### src/rtl/rxpic_pkg.sv
// Shared constants and types for the receive-port interrupt control block
package rxpic_pkg;

	// ------------------------------------------------------------
	// Port count and register offsets
	// ------------------------------------------------------------
	localparam int         NUM_PORTS      = 4;
	localparam logic [7:0] ADDR_PORT_SEL  = 8'h4C;
	localparam logic [7:0] ADDR_STS_ONE   = 8'h4D;
	localparam logic [7:0] ADDR_STS_TWO   = 8'h4E;
	localparam logic [7:0] ADDR_FILT_STS  = 8'hD7;
	localparam logic [7:0] ADDR_EN_HI     = 8'hD8;
	localparam logic [7:0] ADDR_EN_LO     = 8'hD9;
	localparam logic [7:0] ADDR_PEND_HI   = 8'hDA;
	localparam logic [7:0] ADDR_PEND_LO   = 8'hDB;

	// ------------------------------------------------------------
	// Field positions
	// ------------------------------------------------------------
	localparam int HI_ENC   = 2;
	localparam int HI_SEQ   = 1;
	localparam int HI_CRC   = 0;
	localparam int LO_LEN   = 6;
	localparam int LO_CNT   = 5;
	localparam int LO_BUF   = 4;
	localparam int LO_PAR   = 2;
	localparam int LO_PASS  = 1;
	localparam int LO_LOCK  = 0;
	localparam int FILT_ERR = 6;
	localparam int DDLY_W   = 6;
	localparam int PSEL_WM_LSB = 0;
	localparam int PSEL_RP_LSB = 4;

	// ------------------------------------------------------------
	// Masks and reset values
	// ------------------------------------------------------------
	localparam logic [7:0] HI_MASK      = 8'h07;
	localparam logic [7:0] LO_MASK      = 8'h77;
	localparam logic [7:0] CLR_ONE_HI   = 8'h03;
	localparam logic [7:0] CLR_ONE_LO   = 8'h07;
	localparam logic [7:0] CLR_TWO_HI   = 8'h04;
	localparam logic [7:0] CLR_TWO_LO   = 8'h70;
	localparam logic [7:0] PSEL_MASK    = 8'h3F;
	localparam logic [7:0] RST_ZERO     = 8'h00;
	localparam logic [7:0] PSEL_RST     = 8'h01;
	localparam logic [3:0] BITS_FULL    = 4'h8;

	// Serial target states
	typedef enum logic [2:0] {
		I2C_IDLE, I2C_ADDR, I2C_ADDR_ACK, I2C_WR_BYTE, I2C_WR_ACK, I2C_RD_BYTE, I2C_RD_ACK
	} rxpic_i2c_state_type;

endpackage : rxpic_pkg

### src/rtl/rxpic_port_bank.sv
// Enable, pending and filter error state of one receive port
`timescale 1ns/1ns
module rxpic_port_bank
	import rxpic_pkg::*;
(
	input  wire logic       clock,
	input  wire logic       rstn,
	input  wire logic       en_hi_we,
	input  wire logic       en_lo_we,
	input  wire logic [7:0] wdata,
	input  wire logic [7:0] ev_hi,
	input  wire logic [7:0] ev_lo,
	input  wire logic [7:0] clr_hi,
	input  wire logic [7:0] clr_lo,
	input  wire logic       filt_invalid,
	input  wire logic       filt_clr,
	output logic      [7:0] en_hi_q,
	output logic      [7:0] en_lo_q,
	output logic      [7:0] pend_hi_q,
	output logic      [7:0] pend_lo_q,
	output logic            filt_err_q,
	output logic            pend_active
);

	// Enable registers, reserved bits stay zero
	always_ff @(posedge clock) begin
		if (!rstn) begin
			en_hi_q <= RST_ZERO;
			en_lo_q <= RST_ZERO;
		end else begin
			if (en_hi_we)
				en_hi_q <= wdata & HI_MASK;
			if (en_lo_we)
				en_lo_q <= wdata & LO_MASK;
		end
	end

	// Gated events set pending bits; a set in the clear cycle wins
	always_ff @(posedge clock) begin
		if (!rstn) begin
			pend_hi_q <= RST_ZERO;
			pend_lo_q <= RST_ZERO;
		end else begin
			pend_hi_q <= ((pend_hi_q & ~clr_hi) | (ev_hi & en_hi_q)) & HI_MASK;
			pend_lo_q <= ((pend_lo_q & ~clr_lo) | (ev_lo & en_lo_q)) & LO_MASK;
		end
	end

	// Sticky filter error, cleared by its own read
	always_ff @(posedge clock) begin
		if (!rstn)
			filt_err_q <= 1'b0;
		else
			filt_err_q <= (filt_err_q & ~filt_clr) | filt_invalid;
	end

	// Pending and still enabled
	assign pend_active = |((pend_hi_q & en_hi_q) | (pend_lo_q & en_lo_q));

endmodule : rxpic_port_bank

### src/rtl/rxpic_sync2.sv
// Two-flop synchroniser for pin inputs
`timescale 1ns/1ns
module rxpic_sync2 #(
	parameter int          WIDTH = 1,
	parameter logic        INIT  = 1'b1
) (
	input  wire logic             clock,
	input  wire logic             rstn,
	input  wire logic [WIDTH-1:0] async_in,
	output logic      [WIDTH-1:0] sync_out
);

	logic [WIDTH-1:0] meta_q;

	// First stage feeds only the second
	always_ff @(posedge clock) begin
		if (!rstn) begin
			meta_q   <= {WIDTH{INIT}};
			sync_out <= {WIDTH{INIT}};
		end else begin
			meta_q   <= async_in;
			sync_out <= meta_q;
		end
	end

endmodule : rxpic_sync2

### src/rtl/rxpic_top.sv
// Receive-port interrupt control with its serial register target
`timescale 1ns/1ns
module rxpic_top
	import rxpic_pkg::*;
#(
	parameter logic [6:0] DEV_ADDR = 7'h30  // Arbitrary target address
) (
	input  wire logic                             clock,
	input  wire logic                             rstn,
	input  wire logic                             scl_in,
	input  wire logic                             sda_in,
	output logic                                  sda_out_q,
	output logic                                  sda_oe_n_q,
	input  wire logic [NUM_PORTS-1:0]             ev_link_encoding_error,
	input  wire logic [NUM_PORTS-1:0]             ev_ctrl_chan_sequence_error,
	input  wire logic [NUM_PORTS-1:0]             ev_ctrl_chan_crc_error,
	input  wire logic [NUM_PORTS-1:0]             ev_line_length_change,
	input  wire logic [NUM_PORTS-1:0]             ev_line_count_change,
	input  wire logic [NUM_PORTS-1:0]             ev_rx_buffer_overflow,
	input  wire logic [NUM_PORTS-1:0]             ev_link_parity_error,
	input  wire logic [NUM_PORTS-1:0]             ev_port_valid_change,
	input  wire logic [NUM_PORTS-1:0]             ev_lock_change,
	input  wire logic [NUM_PORTS-1:0]             filter_meas_invalid,
	input  wire logic [NUM_PORTS-1:0][DDLY_W-1:0] filter_data_delay,
	input  wire logic [NUM_PORTS-1:0][7:0]        rx_port_status_one,
	input  wire logic [NUM_PORTS-1:0][7:0]        rx_port_status_two,
	output logic                                  irq_q
);

	// ------------------------------------------------------------
	// Pin synchronisation and bus condition detection
	// ------------------------------------------------------------
	logic [1:0] pins_s;
	logic       scl_s;
	logic       sda_s;
	logic       scl_d_q;
	logic       sda_d_q;
	logic       scl_rise;
	logic       scl_fall;
	logic       start_cond;
	logic       stop_cond;

	rxpic_sync2 #(
		.WIDTH    (2),
		.INIT     (1'b1)
	) rxpic_sync2_i (
		.clock    (clock),
		.rstn     (rstn),
		.async_in ({scl_in, sda_in}),
		.sync_out (pins_s)
	);

	assign scl_s = pins_s[1];
	assign sda_s = pins_s[0];

	// Delayed copies for edge detection
	always_ff @(posedge clock) begin
		if (!rstn) begin
			scl_d_q <= 1'b1;
			sda_d_q <= 1'b1;
		end else begin
			scl_d_q <= scl_s;
			sda_d_q <= sda_s;
		end
	end

	assign scl_rise   = scl_s & ~scl_d_q;
	assign scl_fall   = ~scl_s & scl_d_q;
	assign start_cond = scl_s & scl_d_q & sda_d_q & ~sda_s;
	assign stop_cond  = scl_s & scl_d_q & ~sda_d_q & sda_s;

	// ------------------------------------------------------------
	// Serial target state machine
	// ------------------------------------------------------------
	rxpic_i2c_state_type state_q;
	logic [3:0]          bit_cnt_q;
	logic [7:0]          shift_q;
	logic [7:0]          tx_q;
	logic [7:0]          ptr_q;
	logic                rnw_q;
	logic                first_q;
	logic                nack_q;
	logic                wr_stb;
	logic                rd_load;
	logic [7:0]          rd_data;

	// Byte accepted from the bus, and byte fetched for sending
	assign wr_stb  = (state_q == I2C_WR_BYTE) && scl_fall && (bit_cnt_q == BITS_FULL) && !first_q;
	assign rd_load = scl_fall && (((state_q == I2C_ADDR_ACK) && rnw_q)
		|| ((state_q == I2C_RD_ACK) && !nack_q));

	// Bus sequencing: address, pointer, data with auto increment
	always_ff @(posedge clock) begin
		if (!rstn) begin
			state_q    <= I2C_IDLE;
			bit_cnt_q  <= 4'h0;
			shift_q    <= RST_ZERO;
			tx_q       <= RST_ZERO;
			ptr_q      <= RST_ZERO;
			rnw_q      <= 1'b0;
			first_q    <= 1'b0;
			nack_q     <= 1'b0;
			sda_oe_n_q <= 1'b1;
		end else if (start_cond) begin
			state_q    <= I2C_ADDR;
			bit_cnt_q  <= 4'h0;
			sda_oe_n_q <= 1'b1;
		end else if (stop_cond) begin
			state_q    <= I2C_IDLE;
			sda_oe_n_q <= 1'b1;
		end else if (scl_rise) begin
			shift_q   <= {shift_q[6:0], sda_s};
			bit_cnt_q <= bit_cnt_q + 4'h1;
			if (state_q == I2C_RD_ACK)
				nack_q <= sda_s;
		end else if (scl_fall) begin
			case (state_q)
				I2C_ADDR: begin
					if (bit_cnt_q == BITS_FULL) begin
						if (shift_q[7:1] == DEV_ADDR) begin
							rnw_q      <= shift_q[0];
							sda_oe_n_q <= 1'b0;
							state_q    <= I2C_ADDR_ACK;
						end else begin
							state_q    <= I2C_IDLE;
						end
					end
				end
				I2C_ADDR_ACK: begin
					bit_cnt_q <= 4'h0;
					if (rnw_q) begin
						tx_q       <= rd_data;
						sda_oe_n_q <= rd_data[7];
						ptr_q      <= ptr_q + 8'h01;
						state_q    <= I2C_RD_BYTE;
					end else begin
						first_q    <= 1'b1;
						sda_oe_n_q <= 1'b1;
						state_q    <= I2C_WR_BYTE;
					end
				end
				I2C_WR_BYTE: begin
					if (bit_cnt_q == BITS_FULL) begin
						sda_oe_n_q <= 1'b0;
						state_q    <= I2C_WR_ACK;
						first_q    <= 1'b0;
						ptr_q      <= first_q ? shift_q : ptr_q + 8'h01;
					end
				end
				I2C_WR_ACK: begin
					sda_oe_n_q <= 1'b1;
					bit_cnt_q  <= 4'h0;
					state_q    <= I2C_WR_BYTE;
				end
				I2C_RD_BYTE: begin
					if (bit_cnt_q == BITS_FULL) begin
						sda_oe_n_q <= 1'b1;
						state_q    <= I2C_RD_ACK;
					end else begin
						tx_q       <= {tx_q[6:0], 1'b0};
						sda_oe_n_q <= tx_q[6];
					end
				end
				I2C_RD_ACK: begin
					bit_cnt_q <= 4'h0;
					if (!nack_q) begin
						tx_q       <= rd_data;
						sda_oe_n_q <= rd_data[7];
						ptr_q      <= ptr_q + 8'h01;
						state_q    <= I2C_RD_BYTE;
					end else begin
						state_q    <= I2C_IDLE;
					end
				end
				default: begin
					sda_oe_n_q <= 1'b1;
				end
			endcase
		end
	end

	// Open-drain data pin only ever pulls low
	always_ff @(posedge clock) begin
		if (!rstn)
			sda_out_q <= 1'b0;
		else
			sda_out_q <= 1'b0;
	end

	// ------------------------------------------------------------
	// Port select register
	// ------------------------------------------------------------
	logic [7:0] port_sel_q;
	logic [1:0] rd_port;

	// Write mask in low nibble, read port above it
	always_ff @(posedge clock) begin
		if (!rstn)
			port_sel_q <= PSEL_RST;
		else if (wr_stb && (ptr_q == ADDR_PORT_SEL))
			port_sel_q <= shift_q & PSEL_MASK;
	end

	assign rd_port = port_sel_q[PSEL_RP_LSB +: 2];

	// ------------------------------------------------------------
	// Per-port banks
	// ------------------------------------------------------------
	logic [NUM_PORTS-1:0][7:0] en_hi;
	logic [NUM_PORTS-1:0][7:0] en_lo;
	logic [NUM_PORTS-1:0][7:0] pend_hi;
	logic [NUM_PORTS-1:0][7:0] pend_lo;
	logic [NUM_PORTS-1:0]      filt_err;
	logic [NUM_PORTS-1:0]      pend_active;

	generate
		for (genvar p = 0; p < NUM_PORTS; p++) begin : g_port
			logic       sel_wr;
			logic       sel_rd;
			logic       rd_one;
			logic       rd_two;
			logic [7:0] ev_hi;
			logic [7:0] ev_lo;

			assign sel_wr = wr_stb && port_sel_q[PSEL_WM_LSB + p];
			assign sel_rd = rd_load && (rd_port == 2'(p));
			assign rd_one = sel_rd && (ptr_q == ADDR_STS_ONE);
			assign rd_two = sel_rd && (ptr_q == ADDR_STS_TWO);

			// Event bits placed at their status positions
			always_comb begin
				ev_hi          = RST_ZERO;
				ev_lo          = RST_ZERO;
				ev_hi[HI_ENC]  = ev_link_encoding_error[p];
				ev_hi[HI_SEQ]  = ev_ctrl_chan_sequence_error[p];
				ev_hi[HI_CRC]  = ev_ctrl_chan_crc_error[p];
				ev_lo[LO_LEN]  = ev_line_length_change[p];
				ev_lo[LO_CNT]  = ev_line_count_change[p];
				ev_lo[LO_BUF]  = ev_rx_buffer_overflow[p];
				ev_lo[LO_PAR]  = ev_link_parity_error[p];
				ev_lo[LO_PASS] = ev_port_valid_change[p];
				ev_lo[LO_LOCK] = ev_lock_change[p];
			end

			rxpic_port_bank rxpic_port_bank_i (
				.clock        (clock),
				.rstn         (rstn),
				.en_hi_we     (sel_wr && (ptr_q == ADDR_EN_HI)),
				.en_lo_we     (sel_wr && (ptr_q == ADDR_EN_LO)),
				.wdata        (shift_q),
				.ev_hi        (ev_hi),
				.ev_lo        (ev_lo),
				// Status one read clears 14/15/17, status two read clears 13/16
				.clr_hi       ((rd_one ? CLR_ONE_HI : RST_ZERO)
					| (rd_two ? CLR_TWO_HI : RST_ZERO)),
				.clr_lo       ((rd_one ? CLR_ONE_LO : RST_ZERO)
					| (rd_two ? CLR_TWO_LO : RST_ZERO)),
				.filt_invalid (filter_meas_invalid[p]),
				.filt_clr     (sel_rd && (ptr_q == ADDR_FILT_STS)),
				.en_hi_q      (en_hi[p]),
				.en_lo_q      (en_lo[p]),
				.pend_hi_q    (pend_hi[p]),
				.pend_lo_q    (pend_lo[p]),
				.filt_err_q   (filt_err[p]),
				.pend_active  (pend_active[p])
			);
		end
	endgenerate

	// ------------------------------------------------------------
	// Read data selection
	// ------------------------------------------------------------
	always_comb begin
		rd_data = RST_ZERO;
		case (ptr_q)
			ADDR_PORT_SEL: rd_data = port_sel_q;
			ADDR_STS_ONE:  rd_data = rx_port_status_one[rd_port];
			ADDR_STS_TWO:  rd_data = rx_port_status_two[rd_port];
			ADDR_FILT_STS: begin
				rd_data[FILT_ERR]     = filt_err[rd_port];
				rd_data[DDLY_W-1:0]   = filter_data_delay[rd_port];
			end
			ADDR_EN_HI:    rd_data = en_hi[rd_port];
			ADDR_EN_LO:    rd_data = en_lo[rd_port];
			ADDR_PEND_HI:  rd_data = pend_hi[rd_port];
			ADDR_PEND_LO:  rd_data = pend_lo[rd_port];
			default:       rd_data = RST_ZERO;
		endcase
	end

	// ------------------------------------------------------------
	// Interrupt output
	// ------------------------------------------------------------
	always_ff @(posedge clock) begin
		if (!rstn)
			irq_q <= 1'b0;
		else
			irq_q <= |pend_active;
	end

endmodule : rxpic_top

### config.mk
export PLATFORM = sky130hd
export DESIGN_NAME = rxpic_top
export DESIGN_NICKNAME = d
export VERILOG_FILES = /design/src/rtl/rxpic_pkg.sv /design/src/rtl/rxpic_port_bank.sv /design/src/rtl/rxpic_sync2.sv /design/src/rtl/rxpic_top.sv
export SDC_FILE = /design/constraint.sdc
export NUM_CORES = 1
export LEC_CHECK = 0
export BUFFER_PORTS_ARGS = -buffer_cell sky130_fd_sc_hd__buf_2
export CAP_MARGIN = 20
export CORE_MARGIN = 5
export CORE_UTILIZATION = 58
export DETAILED_ROUTE_END_ITERATION = 10
export PLACE_DENSITY_LB_ADDON = 0.3
export SLEW_MARGIN = 20
export SYNTH_ARGS = -nofsm -noshare
export SYNTH_HDL_FRONTEND = slang
export SYNTH_HIERARCHICAL = 1
export SYNTH_SLANG_ARGS = --single-unit
### constraint.sdc
create_clock -name clock -period 3.1 [get_ports clock]
set_input_delay 0.155 -clock clock [delete_from_list [all_inputs] [get_ports clock]]
set_output_delay 0.155 -clock clock [all_outputs]
set_load 0.02 [all_outputs]
Word-level counts from Yosys, hierarchy flattened

Cells that the tools add are included.

Add/sub/neg operators: 2
Magnitude comparators: 1
Eq/ne operators: 31
Mux-type cells: 66
Bitwise operators: 79
Reductions and logical operators: 61

Operators by type and width:

| cell               | count |
|---|---|
| $bmux 8 s2         | 6 |
| $and 7x7->7        | 12 |
| $mux 8             | 10 |
| $pmux 7 s8         | 1 |
| $mux 7             | 7 |
| $eq 8x8->1 const B | 5 |
| $mux 3             | 13 |
| $and 3x3->3        | 12 |
| $logic_and 1x1->1  | 35 |
| $or 8x8->8         | 4 |
| $reduce_or 32->1   | 1 |
| $not 7->7          | 4 |
| $or 3x7->7         | 4 |
| $or 7x7->7         | 4 |
| $eq 8x7->1 const B | 3 |
| $pmux 8 s3         | 1 |
| $pmux 7 s3         | 1 |
| $pmux 3 s6         | 1 |
| $reduce_and 6->1   | 3 |
| $reduce_and 8->1   | 2 |
| $ne 2x2->1 const B | 7 |
| $reduce_and 7->1   | 2 |
| $bmux 6 s2         | 1 |
| $mux 1             | 12 |
| 38 further kinds   | 89 |

Register bits: 123
Input bits: 132
Output and inout bits: 3

Depth between registers and ports, before layout

Word-level depth: 11
Depth in mapped cells: 10

Modules after synthesis

The synthesis kept the hierarchy.

By module, submodules not included:

| module          | instances | cells an instance | area each (um2) |
|---|---|---|---|
| rxpic_top       | 1         | 484               | 4516.8 |
| rxpic_port_bank | 4         | 88                | 867.1 |
| rxpic_sync2     | 1         | 8                 | 105.1 |

Least setup slack after synthesis

No wires, ideal clock.

Path type: register to register
Start: register bit_cnt_q[0]
End: register g_port[0].rxpic_port_bank_i.en_hi_q[2]
Data arrival time: 2.084 ns
Data required time: 2.986 ns
Slack: 0.902 ns
Cell stages (with the launch flop): 10
Path buffers: 1
Period minus slack after synthesis: 2.198 ns
Path through: dfxtp_1 inv_1 ha_1 nand3b_1 or4_1 clkbuf_1 nor2b_1 and2_1 mux2i_1 and2b_1

Longest elaborated chain between the ends: 5

RTL lines:

| what                           | RTL line              | text |
|---|---|---|
| start: declaration             | rxpic_top.sv:76       | `logic [3:0] bit_cnt_q;` |
| start signal: assignment       | rxpic_top.sv:113      | `bit_cnt_q <= bit_cnt_q + 4'h1;` |
| $eq 4x4->1                     | rxpic_top.sv:88       | `assign wr_stb = (state_q == I2C_WR_BYTE) && scl_fall && (bit_cnt_q == BITS_FULL) && !first_q;` |
| $logic_and 1x1->1 (2 in a row) | rxpic_top.sv:88       |  |
| $logic_and 1x1->1              | rxpic_top.sv:225      | `assign sel_wr = wr_stb && port_sel_q[PSEL_WM_LSB + p];` |
| $logic_and 1x1->1              | rxpic_top.sv:248      | `.en_hi_we (sel_wr && (ptr_q == ADDR_EN_HI)),` |
| end signal: assignment         | rxpic_port_bank.sv:32 | `en_hi_q <= wdata & HI_MASK;` |
| end: declaration               | rxpic_port_bank.sv:17 | `output logic [7:0] en_hi_q,` |

No other way between the ends.
A chain may end at the register's enable or synchronous reset.

Worst setup path in the final report

Start: register bit_cnt_q[0]
End: register g_port[2].rxpic_port_bank_i.en_hi_q[1]

Longest elaborated chain between the ends: 5

RTL lines:

| what                           | RTL line |
|---|---|
| $eq 4x4->1                     | rxpic_top.sv:88 |
| $logic_and 1x1->1 (2 in a row) | rxpic_top.sv:88 |
| $logic_and 1x1->1              | rxpic_top.sv:225 |
| $logic_and 1x1->1              | rxpic_top.sv:248 |
| end signal: assignment         | rxpic_port_bank.sv:32 |
| end: declaration               | rxpic_port_bank.sv:17 |

No other way between the ends.

==> summary.md <==
| Metric | Value |
|---|---|
| Cell family with most CP delay | `simple AND/OR/NAND/NOR gates` |
| Worst VDD drop | `0.000443 V` |
| CP Cell Sequence | `inv_1, ha_1, nand3b_1, or4_1, nor2b_1, and2_1, mux2i_1, and2b_1` |
| Post-synth EDFFs | `0` |
| Layout cell share with drive strength beyond 1 | `23.6%` |
| Pwr dens | `408 nW/µm²` |
| Setup crit end kind | `register` |
| Fin crit period | `2690 ps` |
| Syn-to-layout area delta | `15.8%` |
| Overflow after GRT | `0` |
| First-pass GRT wire length | `36.8 mm` |
| CP startpoint kind | `register` |
| Crit path buffers/inverters | `1` |
| Final wirelength | `23.0 mm` |
| Leading register cell type out of synthesis | `dfxtp_1` |
| Total CTS buffers | `17` |
| Crit-path max cell delay | `740 ps` |
| H-tree Lvls | `4` |
| Final hold vios | `0` |
| Core Region | `about 14000 µm²` |
| Cell area after synthesis | `8090 µm²` |
| Root Driver | `clkbuf_16` |
| Total GRT Usage | `28.6%` |
| Setup TNS | `0 ps` |
| Synth top cells by count | `dfxtp_1 (123), nand2_1 (74), buf_4 (61)` |
| Vias/cell | `between 5 and 6` |
| Worst hold path type | `input pin to register` |
| CTS clock-pin slew for the worst setup and hold paths | `50 ps` |
| Ports | `approximately 140` |
| Count leader, synth | `dfxtp_1` |
| Die X | `128 µm` |
| CP max-delay cell | `or4_1` |
| Die Span Y | `128 µm` |
| Fin crit share | `86.9%` |
| Slew Limit Headroom | `25.9%` |
| Kind of critical path | `register to register` |
| RSZ-0062 raised after global routing | `false` |
| Vias in the first global route | `6813` |
| Setup-failing EPs final | `0` |
| Clk sinks | `~120` |
| Nets | `1117` |
| Fin. max-slew vios | `0` |
| CP required | `3400 ps` |
| Placed cell area | `8550 µm²` |
| Final Wtd Congestion | `0.848` |
| Post-synth top area cell | `dfxtp_1` |
| Yosys warns | `6` |
| Async S/R FF share, synth | `0%` |
| Iter 0 DRT Violations | `905` |
| IO Port Bufs | `133` |
| Design Area, Final | `9370 µm²` |
| Average cell area after synthesis | `9.59 µm²` |
| Register area share after synthesis | `30.4%` |
| Max cap viols | `0` |
| Initial Util | `58.7%` |
| # DRC | `0` |
| Post-synthesis register bit count | `123` |
| Yosys cell types | `67` |
| Setup ws final | `406 ps` |
| Fmax | `371 MHz` |
| Via count | `6967` |
| Area of the die | `approximately 16000 µm²` |
| Routed Antenna Nets | `0` |
| First-pass DRT Iterations | `9` |
| Standard-cell rows | `43` |
| Syn Inst Count | `844` |
| Placement Setup Slack | `between 500 and 600 ps` |
| WL/cell | `between 15 and 20 µm` |
| Antenna violations before repair | `0` |
| Clk_lat worst skew | `410 ps` |
| Clock buffer depth | `2` |
| Top post-synthesis cells by area | `dfxtp_1 (30%), mux4_2 (13%), mux2i_1 (6.6%)` |
| Status | `complete, no violations` |
| Post-CTS Setup Bufs | `0` |
| Largest net degree at the start of global routing | `93` |
| Leakage | `between 3 and 4 nW` |
| Worst path arrival time | `2990 ps` |
| Detailed placement HPWL | `roughly 16 mm` |
| DP Cell Count | `approximately 1.1k` |
| Final std cells w/o fill | `1170` |
| Tightest Pin Transition | `1110 ps` |
| CTS tree | `done` |
| Top cell type's share of synthesized area | `between 30% and 40%` |
| Skew final | `approximately 6.4 ps` |
| Peak fanout along the critical path | `9` |
logic make-up after synthesis:
kind of cell | Yosys count | synth area share, %
fa+ha+maj | 9 | 1.39
xor+xnor | 1 | 0.108
mux | 108 | 22.3
compound gates | 161 | 14.9
buf+inv | 129 | 10.1
other cells | 5 | 0.232
flops | 123 | 30.4
simple gates | 308 | 20.6
final timing paths:
| kind | startpoint | end | slack, ps | cells past startpoint |
|---|---|---|---|---|
| max | bit_cnt_q[0] | g_port[2].rxpic_port_bank_i/en_hi_q[1] | 410 | 8 |
| min | ev_link_parity_error[3] | g_port[3].rxpic_port_bank_i/pend_lo_q[2] | 10 | 3 |
| max reg2reg | bit_cnt_q[0] | g_port[2].rxpic_port_bank_i/en_hi_q[1] | 410 | 8 |
| min reg2reg | rxpic_sync2_i/meta_q[0] | rxpic_sync2_i/sync_out[0] | 410 | 1 |
cell usage in the layout, fill, tap and decap left out, types with 4 or more instances in the layout:
cell / instances
buf_2: 133
dfxtp_1: 121
nand2_1: 74
conb_1: 57
mux2i_1: 53
nand2b_1: 47
nor2_1: 46
mux4_2: 46
a21boi_0: 36
nor2b_1: 34
nand4_1: 25
dlygate4sd3_1: 23
o21ai_0: 22
a21oi_1: 22
inv_1: 21
nand3_1: 21
clkbuf_16: 17
and2_1: 14
and2b_1: 12
buf_4: 11
a22o_1: 10
a22oi_1: 10
mux4_1: 9
ha_1: 9
o21a_1: 7
o2bb2ai_1: 7
and3_1: 6
nor4_1: 6
a32o_1: 6
clkinv_2: 6
a211oi_1: 5
a31oi_1: 5
and3b_1: 4
o31ai_1: 4
clkbuf_1: 4
a222oi_1: 4
a221oi_2: 4
state kept, by name, indices dropped and copies added, names as in the netlist:
signal / cells
g_port.rxpic_port_bank_i/en_lo_q: 24
g_port.rxpic_port_bank_i/pend_lo_q: 24
g_port.rxpic_port_bank_i/en_hi_q: 12
g_port.rxpic_port_bank_i/pend_hi_q: 12
ptr_q: 8
shift_q: 8
tx_q: 7
port_sel_q: 6
bit_cnt_q: 4
g_port.rxpic_port_bank_i/filt_err_q: 4
state_q: 3
rxpic_sync2_i/meta_q: 2
rxpic_sync2_i/sync_out: 2
first_q: 1
irq_q: 1
nack_q: 1
rnw_q: 1
scl_d_q: 1
sda_d_q: 1
sda_oe_n_q: 1
routing by layer:
metal  wire [µm]  track usage, %  share of wire (%)  vias up
met4         794            11.0                3.5        0
met2       11200            46.1                 49      333
met1        9500            38.0                 41     3348
met5           0               0                  0        -
li1            -               -                  -     3243
met3        1490            5.33                6.5       43
per-stage QoR:
stage               hold slack (ps)  util (%)  power [mW]
detailed placement              338      62.1        1.84
floorplan                       228         -        1.78
CTS                           0.550      68.0        3.83
finish                         10.9      68.0        3.83
global placement                339      62.1        1.83
global route                   4.96      68.0        3.94
worst register-to-register path, delay by kind of cell, from the launching register on:
family	cells	cell delay, ps
and+or+nand+nor	5	1780
DFF	1	340
muxes	1	230
adders and majority gates	1	160
buffers and inverters	1	90
power breakdown:
part | internal [mW] | switching (mW) | total [mW]
sequential | 1.59 | 0.00942 | 1.60
clock | 1.30 | 0.699 | 2.00
combinational | 0.137 | 0.0920 | 0.229
total | 3.03 | 0.800 | 3.83
layout make-up:
cell class / count / area, µm²
antenna: 1 / 2.50
clock buffer: 23 / 468
clock inverter: 9 / 120
fill: 1122 / 4400
inverter: 22 / 82.6
multi-input combinational: 644 / 5010
sequential: 123 / 2470
tap: 180 / 225
timing repair buffer: 168 / 998
timing repair:
action	CTS	global route
gates resized for setup	0	0
endpoints found under the hold margin	23	0
hold buffers	23	0
(Power assumes the default switching activity.)
